[config.mk]
export PLATFORM = sky130hd
export DESIGN_NAME = cbs_sync_bridge
export DESIGN_NICKNAME = d
export VERILOG_FILES = /design/src/hdl/cbs_pkg.sv /design/src/hdl/cbs_core_regs.sv /design/src/hdl/cbs_sync_bridge.sv
export SDC_FILE = /design/constraint.sdc
export NUM_CORES = 1
export LEC_CHECK = 0
export BUFFER_PORTS_ARGS = -buffer_cell sky130_fd_sc_hd__buf_2
export CAP_MARGIN = 15
export CORE_UTILIZATION = 55
export CTS_BUF_LIST = sky130_fd_sc_hd__clkbuf_4
export DETAILED_ROUTE_END_ITERATION = 10
export PLACE_DENSITY = 0.73
export REMOVE_ABC_BUFFERS = 1
export SLEW_MARGIN = 20
export SYNTH_ARGS = -nofsm -noshare
export SYNTH_HDL_FRONTEND = slang
export SYNTH_SLANG_ARGS = --single-unit
[constraint.sdc]
create_clock -name clock -period 3.25 [get_ports clock]
set_clock_uncertainty 0.05 [all_clocks]
set_input_delay 0.65 -clock clock [delete_from_list [all_inputs] [get_ports clock]]
set_output_delay 0.65 -clock clock [all_outputs]
set_load 0.01 [all_outputs]
[src/hdl/cbs_pkg.sv]
// Constants and types shared by the common register sync bridge
package cbs_pkg;
	localparam int CBS_AW = 8;
	localparam int CBS_DW = 32;
	localparam int CBS_NGEN = 4;
	localparam int CBS_DIVW = 8;
	localparam int CBS_PREW = 4;
	// Register byte offsets
	localparam logic [7:0] CBS_CTRL_OFS = 8'h00;
	localparam logic [7:0] CBS_STATUS_OFS = 8'h04;
	localparam logic [7:0] CBS_RDREQ_OFS = 8'h08;
	localparam logic [7:0] CBS_CFG_OFS = 8'h0c;
	localparam logic [7:0] CBS_COUNT_OFS = 8'h10;
	localparam logic [7:0] CBS_GEN_DIV_OFS = 8'h20;
	localparam logic [7:0] CBS_CLK_SEL_OFS = 8'h30;
	localparam logic [7:0] CBS_PM_OFS = 8'h34;
	// Field positions
	localparam int CBS_SOFT_RESET_BIT_BIT = 0;
	localparam int CBS_ENABLE_BIT = 1;
	localparam int CBS_BUSY_BIT = 0;
	localparam int CBS_READ_REQUEST_BIT_BIT = 15;
	localparam int CBS_PM_MASK_BIT = 0;
	localparam int CBS_PM_CPU_LSB = 8;
	localparam int CBS_PM_BUS_LSB = 12;
	// Values after reset
	localparam logic [31:0] CBS_CFG_RST = 32'h0000_0000;
	localparam logic [31:0] CBS_COUNT_RST = 32'h0000_0000;
	localparam logic [7:0] CBS_GEN_DIV_RST = 8'h00;
	localparam logic [1:0] CBS_CLK_SEL_RST = 2'h0;
	localparam logic [15:0] CBS_PM_RST = 16'h0001;
	localparam logic [3:0] CBS_BE_FULL = 4'hf;
	// Generator that feeds the clock manager
	localparam int CBS_MAIN_GEN = 0;
	// Extra core ticks before a transfer executes
	localparam logic [1:0] CBS_CORE_HOLD = 2'h2;
	typedef enum logic [3:0] {
		CBS_SY_IDLE = 4'h1,
		CBS_SY_WRITE = 4'h2,
		CBS_SY_READ = 4'h4,
		CBS_SY_READ_REQUEST_BIT = 4'h8
	} cbs_sync_state_t;
endpackage

[src/hdl/cbs_core_regs.sv]
// Core-clock side of the shared synchronizer and the core registers
`timescale 1ns/100ps
module cbs_core_regs (
	input wire logic clock, // System clock
	input wire logic reset_n, // Async reset, active low
	input wire logic core_tick, // Generic clock enable
	input wire logic req_tgl, // Request toggle, bus side
	input wire logic req_wr, // Request is a write
	input wire logic [7:0] req_addr, // Request register offset
	input wire logic [31:0] req_data, // Write word, held stable
	output logic ack_tgl, // Completion toggle
	output logic [31:0] rd_data, // Read word for the bus side
	output logic core_enable, // Core enable state
	output logic [31:0] core_count // Core counter value
);
	import cbs_pkg::*;

	logic req_s1_q;
	logic req_s2_q;
	logic seen_q;
	logic pend_q;
	logic [1:0] hold_q;
	logic [31:0] cfg_q;

	always_ff @(posedge clock or negedge reset_n) begin
		if (!reset_n) begin
			req_s1_q <= 1'b0;
			req_s2_q <= 1'b0;
		end else if (core_tick) begin
			req_s1_q <= req_tgl;
			req_s2_q <= req_s1_q;
		end
	end

	// Hold stretches the transfer past five core periods
	always_ff @(posedge clock or negedge reset_n) begin
		if (!reset_n) begin
			seen_q <= 1'b0;
			pend_q <= 1'b0;
			hold_q <= 2'h0;
			ack_tgl <= 1'b0;
			rd_data <= 32'h0000_0000;
			core_enable <= 1'b0;
			cfg_q <= CBS_CFG_RST;
			core_count <= CBS_COUNT_RST;
		end else if (core_tick) begin
			if (core_enable) begin
				core_count <= core_count + 32'h0000_0001;
			end
			if (!pend_q && req_s2_q != seen_q) begin
				seen_q <= req_s2_q;
				pend_q <= 1'b1;
				hold_q <= CBS_CORE_HOLD;
			end else if (pend_q && hold_q != 2'h0) begin
				hold_q <= hold_q - 2'h1;
			end else if (pend_q) begin
				pend_q <= 1'b0;
				ack_tgl <= ~ack_tgl;
				if (req_wr) begin
					case (req_addr)
						CBS_CTRL_OFS: begin
							if (req_data[CBS_SOFT_RESET_BIT_BIT]) begin
								core_enable <= 1'b0;
								cfg_q <= CBS_CFG_RST;
								core_count <= CBS_COUNT_RST;
							end else begin
								core_enable <= req_data[CBS_ENABLE_BIT];
							end
						end
						CBS_CFG_OFS: cfg_q <= req_data;
						CBS_COUNT_OFS: core_count <= req_data;
						default: ;
					endcase
				end else begin
					case (req_addr)
						CBS_COUNT_OFS: rd_data <= core_count;
						CBS_CFG_OFS: rd_data <= cfg_q;
						default: rd_data <= 32'h0000_0000;
					endcase
				end
			end
		end
	end
endmodule

[src/hdl/cbs_sync_bridge.sv]
// Shared register synchroniser with clock distribution and bus slave
//
// Chosen here: register access over Avalon-MM and the placing of the registers.
`timescale 1ns/100ps
module cbs_sync_bridge (
	input wire logic clock, // 200 MHz system clock
	input wire logic reset_n, // Async reset, active low
	input wire logic [cbs_pkg::CBS_AW-1:0] avs_address, // Byte address
	input wire logic avs_read, // Read request
	input wire logic avs_write, // Write request
	input wire logic [cbs_pkg::CBS_DW-1:0] avs_writedata, // Write data
	input wire logic [3:0] avs_byteenable, // Byte enables
	output logic [cbs_pkg::CBS_DW-1:0] avs_readdata, // Read data
	output logic avs_waitrequest, // Stall, high while not done
	output logic cpu_clk_en, // Processor clock enable pulse
	output logic bus_clk_en, // Bus clock enable pulse
	output logic iface_clk_en, // Masked interface clock enable
	output logic core_enable, // Core enable state
	output logic [31:0] core_count // Core counter value
);
	import cbs_pkg::*;

	function automatic logic f_is_core(input logic [7:0] a);
		return a == CBS_CTRL_OFS || a == CBS_CFG_OFS || a == CBS_COUNT_OFS;
	endfunction

	function automatic logic f_is_periph(input logic [7:0] a);
		return f_is_core(a) || a == CBS_STATUS_OFS || a == CBS_RDREQ_OFS;
	endfunction

	cbs_sync_state_t sy_state_q;
	logic busy_q;
	logic req_tgl_q;
	logic req_wr_q;
	logic [7:0] req_addr_q;
	logic [31:0] req_data_q;
	logic ack_tgl;
	logic ack_s1_q;
	logic ack_s2_q;
	logic ack_seen_q;
	logic [31:0] core_rd;
	logic ctrl_enable_q;
	logic ctrl_soft_reset_bit_q;
	logic [31:0] cfg_shadow_q;
	logic [7:0] rr_addr_q;
	logic [31:0] cache_q;
	logic cache_valid_q;
	logic [7:0] gen_div_q [CBS_NGEN];
	logic [7:0] gen_cnt_q [CBS_NGEN];
	logic [CBS_NGEN-1:0] gen_tick_q;
	logic [1:0] clk_sel_q;
	logic [15:0] pm_q;
	logic [3:0] cpu_pre_q;
	logic [3:0] bus_pre_q;
	logic core_tick_q;
	logic done;
	logic acc_v;
	logic wr_ok;
	logic [31:0] bus_rd;
	logic [7:0] gen_ofs;

	generate
		for (genvar g = 0; g < CBS_NGEN; g++) begin : g_gen
			always_ff @(posedge clock or negedge reset_n) begin
				if (!reset_n) begin
					gen_cnt_q[g] <= 8'h00;
					gen_tick_q[g] <= 1'b0;
				end else if (gen_cnt_q[g] >= gen_div_q[g]) begin
					gen_cnt_q[g] <= 8'h00;
					gen_tick_q[g] <= 1'b1;
				end else begin
					gen_cnt_q[g] <= gen_cnt_q[g] + 8'h01;
					gen_tick_q[g] <= 1'b0;
				end
			end
		end
	endgenerate

	always_ff @(posedge clock or negedge reset_n) begin
		if (!reset_n) begin
			cpu_pre_q <= 4'h0;
			bus_pre_q <= 4'h0;
			cpu_clk_en <= 1'b0;
			bus_clk_en <= 1'b0;
			iface_clk_en <= 1'b0;
		end else begin
			cpu_clk_en <= 1'b0;
			bus_clk_en <= 1'b0;
			iface_clk_en <= 1'b0;
			if (gen_tick_q[CBS_MAIN_GEN]) begin
				// prescalers divide by field plus one
				if (cpu_pre_q >= pm_q[CBS_PM_CPU_LSB +: CBS_PREW]) begin
					cpu_pre_q <= 4'h0;
					cpu_clk_en <= 1'b1;
				end else begin
					cpu_pre_q <= cpu_pre_q + 4'h1;
				end
				if (bus_pre_q >= pm_q[CBS_PM_BUS_LSB +: CBS_PREW]) begin
					bus_pre_q <= 4'h0;
					bus_clk_en <= 1'b1;
					iface_clk_en <= pm_q[CBS_PM_MASK_BIT];
				end else begin
					bus_pre_q <= bus_pre_q + 4'h1;
				end
			end
		end
	end

	// generator multiplexer for the core clock
	always_ff @(posedge clock or negedge reset_n) begin
		if (!reset_n) begin
			core_tick_q <= 1'b0;
		end else begin
			core_tick_q <= gen_tick_q[clk_sel_q];
		end
	end

	always_ff @(posedge clock or negedge reset_n) begin
		if (!reset_n) begin
			ack_s1_q <= 1'b0;
			ack_s2_q <= 1'b0;
		end else begin
			ack_s1_q <= ack_tgl;
			ack_s2_q <= ack_s1_q;
		end
	end

	always_comb begin
		done = ack_s2_q != ack_seen_q;
		// Masked interface parks peripheral accesses
		acc_v = (avs_read || avs_write) && avs_waitrequest && !done &&
			(pm_q[CBS_PM_MASK_BIT] || !f_is_periph(avs_address));
		wr_ok = avs_byteenable == CBS_BE_FULL;
		gen_ofs = avs_address - CBS_GEN_DIV_OFS;
		bus_rd = 32'h0000_0000;
		case (avs_address)
			CBS_CTRL_OFS: begin
				bus_rd[CBS_SOFT_RESET_BIT_BIT] = ctrl_soft_reset_bit_q;
				bus_rd[CBS_ENABLE_BIT] = ctrl_enable_q;
			end
			CBS_STATUS_OFS: bus_rd[CBS_BUSY_BIT] = busy_q;
			CBS_RDREQ_OFS: bus_rd[7:0] = rr_addr_q;
			CBS_CFG_OFS: bus_rd = cfg_shadow_q;
			CBS_CLK_SEL_OFS: bus_rd[1:0] = clk_sel_q;
			CBS_PM_OFS: bus_rd[15:0] = pm_q;
			default: begin
				if (avs_address[7:4] == CBS_GEN_DIV_OFS[7:4] &&
					avs_address[1:0] == 2'h0) begin
					bus_rd[7:0] = gen_div_q[gen_ofs[3:2]];
				end
			end
		endcase
	end

	always_ff @(posedge clock or negedge reset_n) begin
		if (!reset_n) begin
			sy_state_q <= CBS_SY_IDLE;
			busy_q <= 1'b0;
			req_tgl_q <= 1'b0;
			req_wr_q <= 1'b0;
			req_addr_q <= 8'h00;
			req_data_q <= 32'h0000_0000;
			ack_seen_q <= 1'b0;
			avs_waitrequest <= 1'b1;
			avs_readdata <= 32'h0000_0000;
			ctrl_enable_q <= 1'b0;
			ctrl_soft_reset_bit_q <= 1'b0;
			cfg_shadow_q <= CBS_CFG_RST;
			rr_addr_q <= 8'h00;
			cache_q <= 32'h0000_0000;
			cache_valid_q <= 1'b0;
			for (int g = 0; g < CBS_NGEN; g++) begin
				gen_div_q[g] <= CBS_GEN_DIV_RST;
			end
			clk_sel_q <= CBS_CLK_SEL_RST;
			pm_q <= CBS_PM_RST;
		end else begin
			if (!avs_waitrequest) begin
				avs_waitrequest <= 1'b1;
			end
			if (done) begin
				ack_seen_q <= ack_s2_q;
				sy_state_q <= CBS_SY_IDLE;
				unique case (sy_state_q)
					CBS_SY_WRITE: begin
						busy_q <= 1'b0;
						if (ctrl_soft_reset_bit_q) begin
							ctrl_soft_reset_bit_q <= 1'b0;
							ctrl_enable_q <= 1'b0;
							cfg_shadow_q <= CBS_CFG_RST;
						end
					end
					CBS_SY_READ: begin
						avs_readdata <= core_rd;
						avs_waitrequest <= 1'b0;
					end
					CBS_SY_READ_REQUEST_BIT: begin
						busy_q <= 1'b0;
						cache_q <= core_rd;
						cache_valid_q <= 1'b1;
					end
					CBS_SY_IDLE: ;
				endcase
			end else if (acc_v && avs_read) begin
				if (avs_address == CBS_COUNT_OFS) begin
					if (cache_valid_q && rr_addr_q == CBS_COUNT_OFS) begin
						avs_readdata <= cache_q;
						avs_waitrequest <= 1'b0;
					// own read sync only after idle
					end else if (sy_state_q == CBS_SY_IDLE) begin
						sy_state_q <= CBS_SY_READ;
						req_tgl_q <= ~req_tgl_q;
						req_wr_q <= 1'b0;
						req_addr_q <= avs_address;
					end
				// read of CFG waits while a busy transfer targets CFG
				end else if (!(busy_q && req_addr_q == avs_address &&
					avs_address == CBS_CFG_OFS)) begin
					avs_readdata <= bus_rd;
					avs_waitrequest <= 1'b0;
				end
			end else if (acc_v && avs_write) begin
				if (f_is_core(avs_address)) begin
					// write held while a transfer runs
					if (sy_state_q == CBS_SY_IDLE) begin
						avs_waitrequest <= 1'b0;
						if (wr_ok) begin
							sy_state_q <= CBS_SY_WRITE;
							busy_q <= 1'b1;
							req_tgl_q <= ~req_tgl_q;
							req_wr_q <= 1'b1;
							req_addr_q <= avs_address;
							req_data_q <= avs_writedata;
							cache_valid_q <= 1'b0;
							if (avs_address == CBS_CFG_OFS) begin
								cfg_shadow_q <= avs_writedata;
							end
							if (avs_address == CBS_CTRL_OFS) begin
								// soft reset reads one at once
								if (avs_writedata[CBS_SOFT_RESET_BIT_BIT]) begin
									ctrl_soft_reset_bit_q <= 1'b1;
								end else begin
									ctrl_enable_q <=
										avs_writedata[CBS_ENABLE_BIT];
								end
							end
						end
					end
				end else if (avs_address == CBS_RDREQ_OFS) begin
					if (!wr_ok || !avs_writedata[CBS_READ_REQUEST_BIT_BIT]) begin
						avs_waitrequest <= 1'b0;
						if (wr_ok) begin
							rr_addr_q <= avs_writedata[7:0];
						end
					end else if (sy_state_q == CBS_SY_IDLE) begin
						avs_waitrequest <= 1'b0;
						rr_addr_q <= avs_writedata[7:0];
						cache_valid_q <= 1'b0;
						sy_state_q <= CBS_SY_READ_REQUEST_BIT;
						busy_q <= 1'b1;
						req_tgl_q <= ~req_tgl_q;
						req_wr_q <= 1'b0;
						req_addr_q <= avs_writedata[7:0];
					end
				end else begin
					avs_waitrequest <= 1'b0;
					if (wr_ok && avs_address == CBS_CLK_SEL_OFS) begin
						clk_sel_q <= avs_writedata[1:0];
					end
					if (wr_ok && avs_address == CBS_PM_OFS) begin
						pm_q <= avs_writedata[15:0];
					end
					if (wr_ok && avs_address[7:4] == CBS_GEN_DIV_OFS[7:4] &&
						avs_address[1:0] == 2'h0) begin
						gen_div_q[gen_ofs[3:2]] <= avs_writedata[7:0];
					end
				end
			end
		end
	end

	// core side always runs the handshake
	cbs_core_regs u_core (
		.clock(clock),
		.reset_n(reset_n),
		.core_tick(core_tick_q),
		.req_tgl(req_tgl_q),
		.req_wr(req_wr_q),
		.req_addr(req_addr_q),
		.req_data(req_data_q),
		.ack_tgl(ack_tgl),
		.rd_data(core_rd),
		.core_enable(core_enable),
		.core_count(core_count)
	);

	// Checks
	AST_ONE_IN_FLIGHT: assert property (@(posedge clock) disable iff (!reset_n)
		$changed(req_tgl_q) |-> $past(sy_state_q) == CBS_SY_IDLE)
		else $error("second transfer started while one in flight");
	AST_WRITE_BUSY: assert property (@(posedge clock) disable iff (!reset_n)
		acc_v && avs_write && wr_ok && f_is_core(avs_address) &&
		sy_state_q == CBS_SY_IDLE |=> busy_q && $changed(req_tgl_q))
		else $error("core write did not start a busy transfer");
	AST_BUSY_DROP: assert property (@(posedge clock) disable iff (!reset_n)
		done && sy_state_q == CBS_SY_WRITE |=> !busy_q)
		else $error("busy stayed high after write completion");
	AST_STALL_WRITE: assert property (@(posedge clock) disable iff (!reset_n)
		busy_q && !done && avs_write && avs_waitrequest &&
		f_is_core(avs_address) |=> avs_waitrequest)
		else $error("core write completed during a transfer");
	AST_READ_NO_BUSY: assert property (@(posedge clock) disable iff (!reset_n)
		sy_state_q == CBS_SY_READ |-> !busy_q)
		else $error("read sync raised busy");
	AST_BUS_REG_FAST: assert property (@(posedge clock) disable iff (!reset_n)
		avs_read && avs_waitrequest && !done &&
		avs_address == CBS_STATUS_OFS && pm_q[CBS_PM_MASK_BIT]
		|=> !avs_waitrequest)
		else $error("status read was stalled");
	AST_ENABLE_NOW: assert property (@(posedge clock) disable iff (!reset_n)
		acc_v && avs_write && wr_ok && avs_address == CBS_CTRL_OFS &&
		sy_state_q == CBS_SY_IDLE && !avs_writedata[CBS_SOFT_RESET_BIT_BIT]
		|=> ctrl_enable_q == $past(avs_writedata[CBS_ENABLE_BIT]))
		else $error("enable did not read back at once");
	AST_SOFT_RESET_BIT_HOLD: assert property (@(posedge clock) disable iff (!reset_n)
		ctrl_soft_reset_bit_q && !done |=> ctrl_soft_reset_bit_q && busy_q)
		else $error("soft reset dropped before completion");
	AST_DATA_STABLE: assert property (@(posedge clock) disable iff (!reset_n)
		sy_state_q != CBS_SY_IDLE && !done |=> $stable(req_data_q))
		else $error("request word moved during a transfer");
	COV_WRITE: cover property (@(posedge clock) disable iff (!reset_n)
		sy_state_q == CBS_SY_WRITE && done);
	COV_READ: cover property (@(posedge clock) disable iff (!reset_n)
		sy_state_q == CBS_SY_READ && done);
	COV_READ_REQUEST_BIT: cover property (@(posedge clock) disable iff (!reset_n)
		sy_state_q == CBS_SY_READ_REQUEST_BIT && done);
endmodule

==> results of run 1 <==
flip-flops by register name, summed over array words and instances, names as in the netlist, 8 cells and up:
register and cells:
avs_readdata 32, cache_q 32, cfg_shadow_q 32, gen_cnt_q 32, gen_div_q 32, req_data_q 32, u_core.cfg_q 32, u_core.core_count 32
u_core.rd_data 32, pm_q 16, req_addr_q 8, rr_addr_q 8
cells in the final DEF, fill, tap and decap left out, types with 47 or more instances in the layout:
cell	instances
o21ai_0	135
clkbuf_4	135
nand2_1	178
a22oi_1	58
a21oi_1	47
nand3_1	104
mux2_2	157
buf_2	115
inv_1	98
dfrtp_1	357
ha_1	48
nor2_1	95
critical path: stages, from the launching register on:
cell     delay, ns
dfrtp_1       0.41
or4_1         0.60
or4_1         0.59
or3_1         0.43
buf_4         0.23
nand2_1       0.20
o21ai_0       0.11
a22o_1        0.19
cells by family after synthesis:
group / Yosys count
multiplexers: 179
XOR/XNOR: 37
adder cells (fa/ha/maj): 48
flip-flops: 360
buffers and inverters: 197
AND/OR/NAND/NOR: 502
AO/OA/AOI/OAI: 352
Yosys cell counts (7+ instances only):
| cell | n |
|---|---|
| a221oi_1 | 11 |
| o21ai_0 | 135 |
| mux4_2 | 10 |
| mux2i_1 | 12 |
| a21o_1 | 10 |
| dfrtp_1 | 357 |
| nor2b_1 | 10 |
| nor3_1 | 19 |
| nand4_1 | 12 |
| mux2_2 | 157 |
| nand3_1 | 104 |
| xor2_1 | 27 |
| ha_1 | 48 |
| o2bb2ai_1 | 7 |
| a31oi_1 | 14 |
| nor4_1 | 9 |
| nor2_1 | 98 |
| buf_2 | 8 |
| inv_1 | 98 |
| xnor2_1 | 10 |
| a21oi_1 | 47 |
| nand2b_1 | 14 |
| and3_1 | 17 |
| clkbuf_1 | 86 |
| o31ai_1 | 8 |
| nand2_1 | 178 |
| a22o_1 | 14 |
| a22oi_1 | 59 |
layout make-up:
type / instances / area (sq um) / share of cell area
antenna: 1 / 2.50 / 0.000126
clock buffer: 135 / 1010 / 0.0512
clock inverter: 16 / 140 / 0.00708
inverter: 98 / 368 / 0.0186
multi-input combinational: 1118 / 7740 / 0.392
sequential: 360 / 9010 / 0.456
tap: 396 / 495 / 0.0250
timing repair buffer: 156 / 1010 / 0.0509
path summary, 6_finish.rpt:
check,from,end,slack (ns),depth (start not counted)
max,req_addr_q[0]$_DFFE_PN0P_,u_core.core_count[31]$_DFFE_PN0P_,0.36,7
min reg2reg,ack_s1_q$_DFF_PN0_,ack_s2_q$_DFF_PN0_,0.32,0
min,avs_writedata[20],cfg_shadow_q[20]$_DFFE_PN0P_,0.1,3
max in group asynchronous,reset_n,cfg_shadow_q[29]$_DFFE_PN0P_,1.80,3
max reg2reg,req_addr_q[0]$_DFFE_PN0P_,u_core.core_count[31]$_DFFE_PN0P_,0.36,7
min in group asynchronous,reset_n,cpu_clk_en$_DFF_PN0_,0.38,2
layer usage:
layer / vias up / track usage / part of all wire
met5: - / 0 / 0
met4: 0 / 0.110 / 0.027
met3: 89 / 0.0459 / 0.062
met2: 475 / 0.434 / 0.47
met1: 6763 / 0.390 / 0.44
li1: 6303 / - / -
where the power goes:
part	internal (mW)	total (mW)	leakage [nW]	switching [mW]
clock network	2.11	3.91	0.689	1.80
logic	0.689	1.92	3.71	1.23
registers	4.65	4.78	4.94	0.135
total	7.45	10.6	9.34	3.16
metrics by stage:
stage / std cells / hold WS [ns]
final: 2280 / 0.0962
after global routing: 2280 / 0.0570
after CTS: 2279 / 0.0397
after detailed placement: 2127 / 0.293
after global placement: 2127 / 0.283
after floorplan: 1576 / 0.281
==> impl_metrics.ini, run 1 <==
[detailed_routing]
drtAntennaViolNets = 0
drt_iter0_drc = 1113
vias = 13630
first_pass_iters = 6
vias_per_cell = 5.98
totalWireLength_microns = 43600
drc = 0
routedWlPerCell_microns = 19.1

[yosys]
avgSynthCellArea_sq_um = 10.4
seq_area_frac_synth = 0.517
synth-xor-area-share = 0.0186
synth_compound_area_frac = 0.130
synth_top_area_cell = dfrtp_1
synth_top_family_by_area = simple AND/OR/NAND/NOR gates
synth_cells = 1675
synthSimpleGateAreaFrac = 0.136
ys_types = 66
ys.flop_type = dfrtp_1
synth_top_cell_area_share = 0.512
synth-async-reset-ratio = 1.00
synthMuxAreaShare = 0.121
synth_area_sq_mm = 0.0174
synth-edff-count = 0
yosys.area_share.adder = 0.0344
ys_warn_count = 0
ys_seq_elements = 360
yosys-top-cells-area = dfrtp_1 (51%), mux2_2 (10%), o21ai_0 (3.9%)

[clock_tree]
clk_latency_ns = 0.75
cts_sinks = 360
numCtsBuffers = 92
clock-root-buffer = clkbuf_4
ctsHtreeMaxLevel = 3
ctsLongestPathBuffers = 3
hold_buffers = 1
cts_resized = 0
cts.clk_slew.worst_paths_ns = 0.07
cts_setup_buffers = 0
cts_tree = yes

[critical_path]
cp-end-kind = register
cp.required_ns = 3.82
cp.arrival_ns = 3.46
worstSetupPathType = reg -> reg
startpoint_type = register
worstPathMaxFanout = 19

[floorplanning]
core_sq_mm = 0.0309
row_count = 64
die_w_microns = 180
io-pin-count = 117
dieArea_sq_mm = 0.0324
initial_core_util = 0.564
die_height_microns = 180

[final_layout]
final_core_util = 0.640
drive_above_1_share = 0.258
final_area_sq_mm = 0.0198
syn_to_final_growth_pct = 13.4
final.fill_count = 2498
nets = 1922

[power_and_ir_drop]
total_power_mw = 10.6
peakVddDrop_mv = 0.505
power.leakage_nw = 9.34
p_per_area_mw_per_mm2 = 536

[timing]
period_minus_slack_ns = 2.89
setup_tns_ns = 0
final_max_slew_viol_count = 0
period_share = 0.890
fmax_mhz = 346
setup-violations-final = 0
setup_ws_ns = 0.358
grt_setup_unrepaired = no
max_slew_margin = 0.463
hold_viol = 0
tightest_slew_ns = 0.802

[global_routing]
grt_pass1_vias = 13773
grt_max_degree = 106
grt.total_usage = 0.278
antenna_found_initial = 1
grt_pass1_wl_microns = 72200
overflow = 0

[placed_design]
place_hpwl_microns = 28700
placed_cell_area_sq_mm = 0.0186
pre_cts_ws_ns = 0.0115
io_buffers = 116
gp_congestion = 0.901

[hold_path]
hp-class = in -> reg

[job]
maxCapViolations = 0

[run_status]
run_status = completed
Note: power is estimated with default switching activity, not from simulation.
==> inputs of run 2 (changes only) <==
Settings changed: CORE_UTILIZATION 55 to 40, PLACE_DENSITY 0.73 to 0.56.
Clock period 3.25 ns to 3.35 ns, I/O delays scaled along.
==> run 2 against run 1 <==
  * Sequential power down 3%
  * Hold slack worse by 0.014 ns
  * Via count up 0.50%
  * Design area up 2.4%
  * Clock-buffer cell count up 15
  * Routed wire length up 7.3%
==> impl_metrics.ini, run 2 (same netlist as run 1, synthesis figures left out) <==
[power_and_ir_drop]
p_per_area_mw_per_mm2 = 520
power.leakage_nw = 9.48
peakVddDrop_mv = 0.372
total_power_mw = 10.5

[critical_path]
worstSetupPathType = reg -> reg
worstPathMaxFanout = 18
ff2ff_setup_slack_ns = 0.47
cpMaxStageDelayCell = or4_1
max_stage_delay_ns = 0.58
path_cells = or4_1 > or4_1 > nand3b_1 > a21o_1 > buf_4 > nand2_1 > nand2_1
cp.arrival_ns = 3.51
cp-end-kind = register
startpoint_type = register
cp.required_ns = 3.98

[global_routing]
grt.total_usage = 0.217
top_usage_layer = met2
met3_usage = 0.0477
grt_pass1_wl_microns = 75900
antenna_found_initial = 1
grt_max_degree = 81
grtUsageMet1 = 0.300
grt_pass1_vias = 13980
use_met2 = 0.336
overflow = 0

[timing]
fmax_mhz = 347
setup-violations-final = 0
max_slew_margin = 0.442
tightest_slew_ns = 0.836
period_share = 0.860
hold_viol = 0
period_minus_slack_ns = 2.88
hold_ws_ns = 0.0826
final_max_slew_viol_count = 0
grt_setup_unrepaired = no

[clock_tree]
hold_buffers = 8
clock-root-buffer = clkbuf_4
cts_setup_buffers = 0
ctsHtreeMaxLevel = 3
cts_resized = 0
numCtsBuffers = 100
cts_sinks = 360
cts_tree = yes
clk_latency_ns = 0.81
cts.clk_slew.worst_paths_ns = 0.07
ctsLongestPathBuffers = 3

[final_layout]
final_area_sq_mm = 0.0203
final_cell_mix = dfrtp_1 (357), nand2_1 (178), mux2_2 (157)
final_core_util = 0.470
drive_above_1_share = 0.265
layout_commonest_cell = dfrtp_1
syn_to_final_growth_pct = 16.2
nets = 1945
instances_no_fill = 2506

[detailed_routing]
drtAntennaViolNets = 0
first_pass_iters = 5
totalWireLength_microns = 46800
routedWlPerCell_microns = 18.7
vias_per_cell = 5.47
drc = 0
drt_iter0_drc = 887
vias = 13698

[floorplanning]
row_count = 76
io-pin-count = 117
initial_core_util = 0.405
die_w_microns = 211
core_sq_mm = 0.0431
die_height_microns = 211
dieArea_sq_mm = 0.0444

[placed_design]
io_buffers = 116
place_hpwl_microns = 31300
dpl.cell_count = 2324
placed_cell_area_sq_mm = 0.0189
gp_congestion = 0.855

[hold_path]
hp-class = in -> reg

[run_status]
run_status = completed

[job]
maxCapViolations = 0
[run 2: area by class of cell]
| cell class | count | area (sq um) |
|---|---|---|
| diodes | 1 | 2.50 |
| clock buffers | 150 | 1130 |
| clock inverters | 23 | 139 |
| fillers | 4121 | 22800 |
| inverters | 98 | 368 |
| multi-input cells | 1118 | 7750 |
| flip-flops and latches | 360 | 9010 |
| well taps | 585 | 732 |
| repair buffers | 171 | 1140 |
[run 2: final timing paths]
check	startpoint	end	cells past startpoint
max reg2reg	req_addr_q[5]$_DFFE_PN0P_	u_core.cfg_q[12]$_DFFE_PN0P_	7
min	avs_writedata[19]	cfg_shadow_q[19]$_DFFE_PN0P_	3
max	req_addr_q[5]$_DFFE_PN0P_	u_core.cfg_q[12]$_DFFE_PN0P_	7
min in group asynchronous	reset_n	cpu_clk_en$_DFF_PN0_	2
min reg2reg	ack_s1_q$_DFF_PN0_	ack_s2_q$_DFF_PN0_	0
max in group asynchronous	reset_n	req_data_q[12]$_DFFE_PN0P_	3
[run 2: layer usage]
| layer | part of all wire | vias up |
|---|---|---|
| li1 | - | 6385 |
| met1 | 0.47 | 6841 |
| met2 | 0.46 | 379 |
| met3 | 0.049 | 93 |
| met4 | 0.024 | 0 |
| met5 | 0 | - |
[run 2: power by group]
part           internal (mW)  switching, mW
Sequential              4.51          0.136
Combinational          0.690           1.19
Clock                   2.17           1.84
Total                   7.37           3.16
[run 2: metrics by stage]
stage,setup TNS [ns],setup slack (ns)
floorplan,-619.02,-2.96
global placement,0,0.130
detailed placement,0,0.104
CTS,0,0.454
global route,0,0.312
finish,0,0.468
[run 2: worst max-delay path, delay by kind of cell, from the launching register on]
kind / cells / cell delay (ns)
buffers and inverters: 1 / 0.34
AND/OR/NAND/NOR: 5 / 1.55
AO/OA/AOI/OAI: 1 / 0.41
flip-flops: 1 / 0.41
==> inputs of run 3 (changes only) <==
Settings changed: PLACE_DENSITY 0.56 to 0.58.
Clock period 3.35 ns to 2.5 ns, I/O delays scaled along.
==> run 3 against run 2 <==
  * The flow now finishes with violations (setup timing)
  * Maximum frequency is 13% higher
  * Critical path depth is 2 higher
  * Sequential power grew 34%
==> impl_metrics.ini, run 3 (same netlist as run 1, synthesis figures left out) <==
[run_status]
run_status = finished, violations left
violations = setup timing

[timing]
period_minus_slack_ns = 2.55
hold_ws_ns = 0.0879
fmax_mhz = 392
max_slew_margin = 0.468
hold_viol = 0
setup_ws_ns = -0.0532
grt_setup_unrepaired = yes
final_max_slew_viol_count = 0
tightest_slew_ns = 0.794
setup-violations-final = 14
period_share = 1.02

[job]
maxCapViolations = 0

[power_and_ir_drop]
clockPowerShare = 0.371
power_switching_mw = 4.29
power.leakage_nw = 10.0
power.internal_mw = 9.99
peakVddDrop_mv = 0.652
p_per_area_mw_per_mm2 = 663
p_sw_frac = 0.301
pwr-share-seq = 0.435
total_power_mw = 14.3
combPwrFrac = 0.194

[detailed_routing]
vias = 13972
drtAntennaViolNets = 0
drt_iter0_drc = 1011
first_pass_iters = 7
routedWlPerCell_microns = 18.5
totalWireLength_microns = 47800
drc = 0
vias_per_cell = 5.40

[clock_tree]
cts_sinks = 360
numCtsBuffers = 96
cts.clk_slew.worst_paths_ns = 0.06
ctsLongestPathBuffers = 3
clk_latency_ns = 0.83
cts_tree = yes
clock-root-buffer = clkbuf_4
ctsHtreeMaxLevel = 3

[global_routing]
grt_pass1_wl_microns = 75800
grt_pass1_vias = 14040
grt_max_degree = 65
antenna_found_initial = 1
grt.total_usage = 0.218
overflow = 0

[critical_path]
worstSetupPathType = reg -> reg
cp.required_ns = 3.13
rr_startpoint = req_addr_q[0]$_DFFE_PN0P_
ff2ff_setup_slack_ns = -0.05
cp.arrival_ns = 3.19
reg2reg_to = u_core.core_count[23]$_DFFE_PN0P_
startpoint_type = register
worstPathMaxFanout = 5
r2r_cells = 9
cp-end-kind = register

[final_layout]
drive_above_1_share = 0.309
final_cell_mix = dfrtp_1 (357), mux2_2 (157), clkbuf_4 (145)
regArea_sq_mm = 0.00901
nets = 2031
final.fill_count = 3939
layout_commonest_cell = dfrtp_1
final_core_util = 0.500
syn_to_final_growth_pct = 23.4
multi_input_area_sq_mm = 0.00799

[placed_design]
pre_cts_ws_ns = -0.399
io_buffers = 116
gp_congestion = 0.865
place_hpwl_microns = 31600

[floorplanning]
core_sq_mm = 0.0431
die_height_microns = 211
row_count = 76
die_w_microns = 211
io-pin-count = 117
initial_core_util = 0.405
dieArea_sq_mm = 0.0444

[hold_path]
holdPathEnd = req_addr_q[0]$_DFFE_PN0P_
hp-class = in -> reg
whs_path_depth = 4
hold_start = avs_address[0]
[run 3: cell types whose count changed in the layout (fill, tap and decap cells not counted), sizes merged]
cell and delta:
inv -1, buf +60, clkinv -4, dlygate4sd3 +26, clkinvlp +2, clkbuf -1
[run 3: routing by layer]
metal / global-route usage / part of all wire
met2: 0.343 / 0.47
met5: 0 / 0
met1: 0.303 / 0.47
met3: 0.0439 / 0.048
met4: 0.0687 / 0.020
[run 3: critical path, cell delays in order, from the launching register on]
cell     delay (ns)
dfrtp_1        0.38
or4_4          0.54
or4_4          0.45
buf_6          0.15
nor3_4         0.21
buf_12         0.17
buf_8          0.13
buf_4          0.11
o21ai_2        0.04
a22o_1         0.21
[run 3: worst max path at each step]
stage,from,end,cells past startpoint
final,req_addr_q[0]$_DFFE_PN0P_,u_core.core_count[23]$_DFFE_PN0P_,9
after global routing,req_addr_q[0]$_DFFE_PN0P_,u_core.core_count[31]$_DFFE_PN0P_,9
after CTS,req_addr_q[0]$_DFFE_PN0P_,u_core.core_count[6]$_DFFE_PN0P_,6
after detailed placement,avs_address[7],gen_div_q[27]$_DFFE_PN0P_,7
after global placement,avs_address[7],gen_div_q[28]$_DFFE_PN0P_,7
after floorplan,ack_seen_q$_DFFE_PN0N_,cfg_shadow_q[0]$_DFFE_PN0P_,4
[run 3: area by class of cell]
class                      count  share of cell area
sequential                   360               0.419
multi-input combinational   1118               0.371
timing repair buffer         261               0.102
clock buffer                 145              0.0506
tap                          585              0.0340
inverter                      98              0.0171
clock inverter                20             0.00634
antenna                        1            0.000116
[run 3: through the flow]
step,instance area (sq um),cells,setup TNS [ns]
global route,21500,2588,-3.65
finish,21500,2588,-0.342
detailed placement,19500,2375,-45.20
global placement,19500,2375,-42.23
floorplan,17100,1576,-871.97
CTS,21100,2576,-0.172
[run 3: what timing repair did]
action	CTS	global route
endpoints found under the hold margin	287	0
setup buffers	1	9
endpoints found under the setup margin	45	65
gates cloned	1	4
pin swaps	2	36
hold buffers	34	0
gates resized for setup	13	87
[run 3: power by group through the flow]
stage               Sequential [mW]  Clock (mW)  Combinational [mW]
finish                         6.22        5.30                2.77
global route                   6.24        5.79                3.05
CTS                            6.22        5.49                2.78
detailed placement             6.32           0                2.71
global placement               6.32           0                2.68
floorplan                      6.32           0                1.44
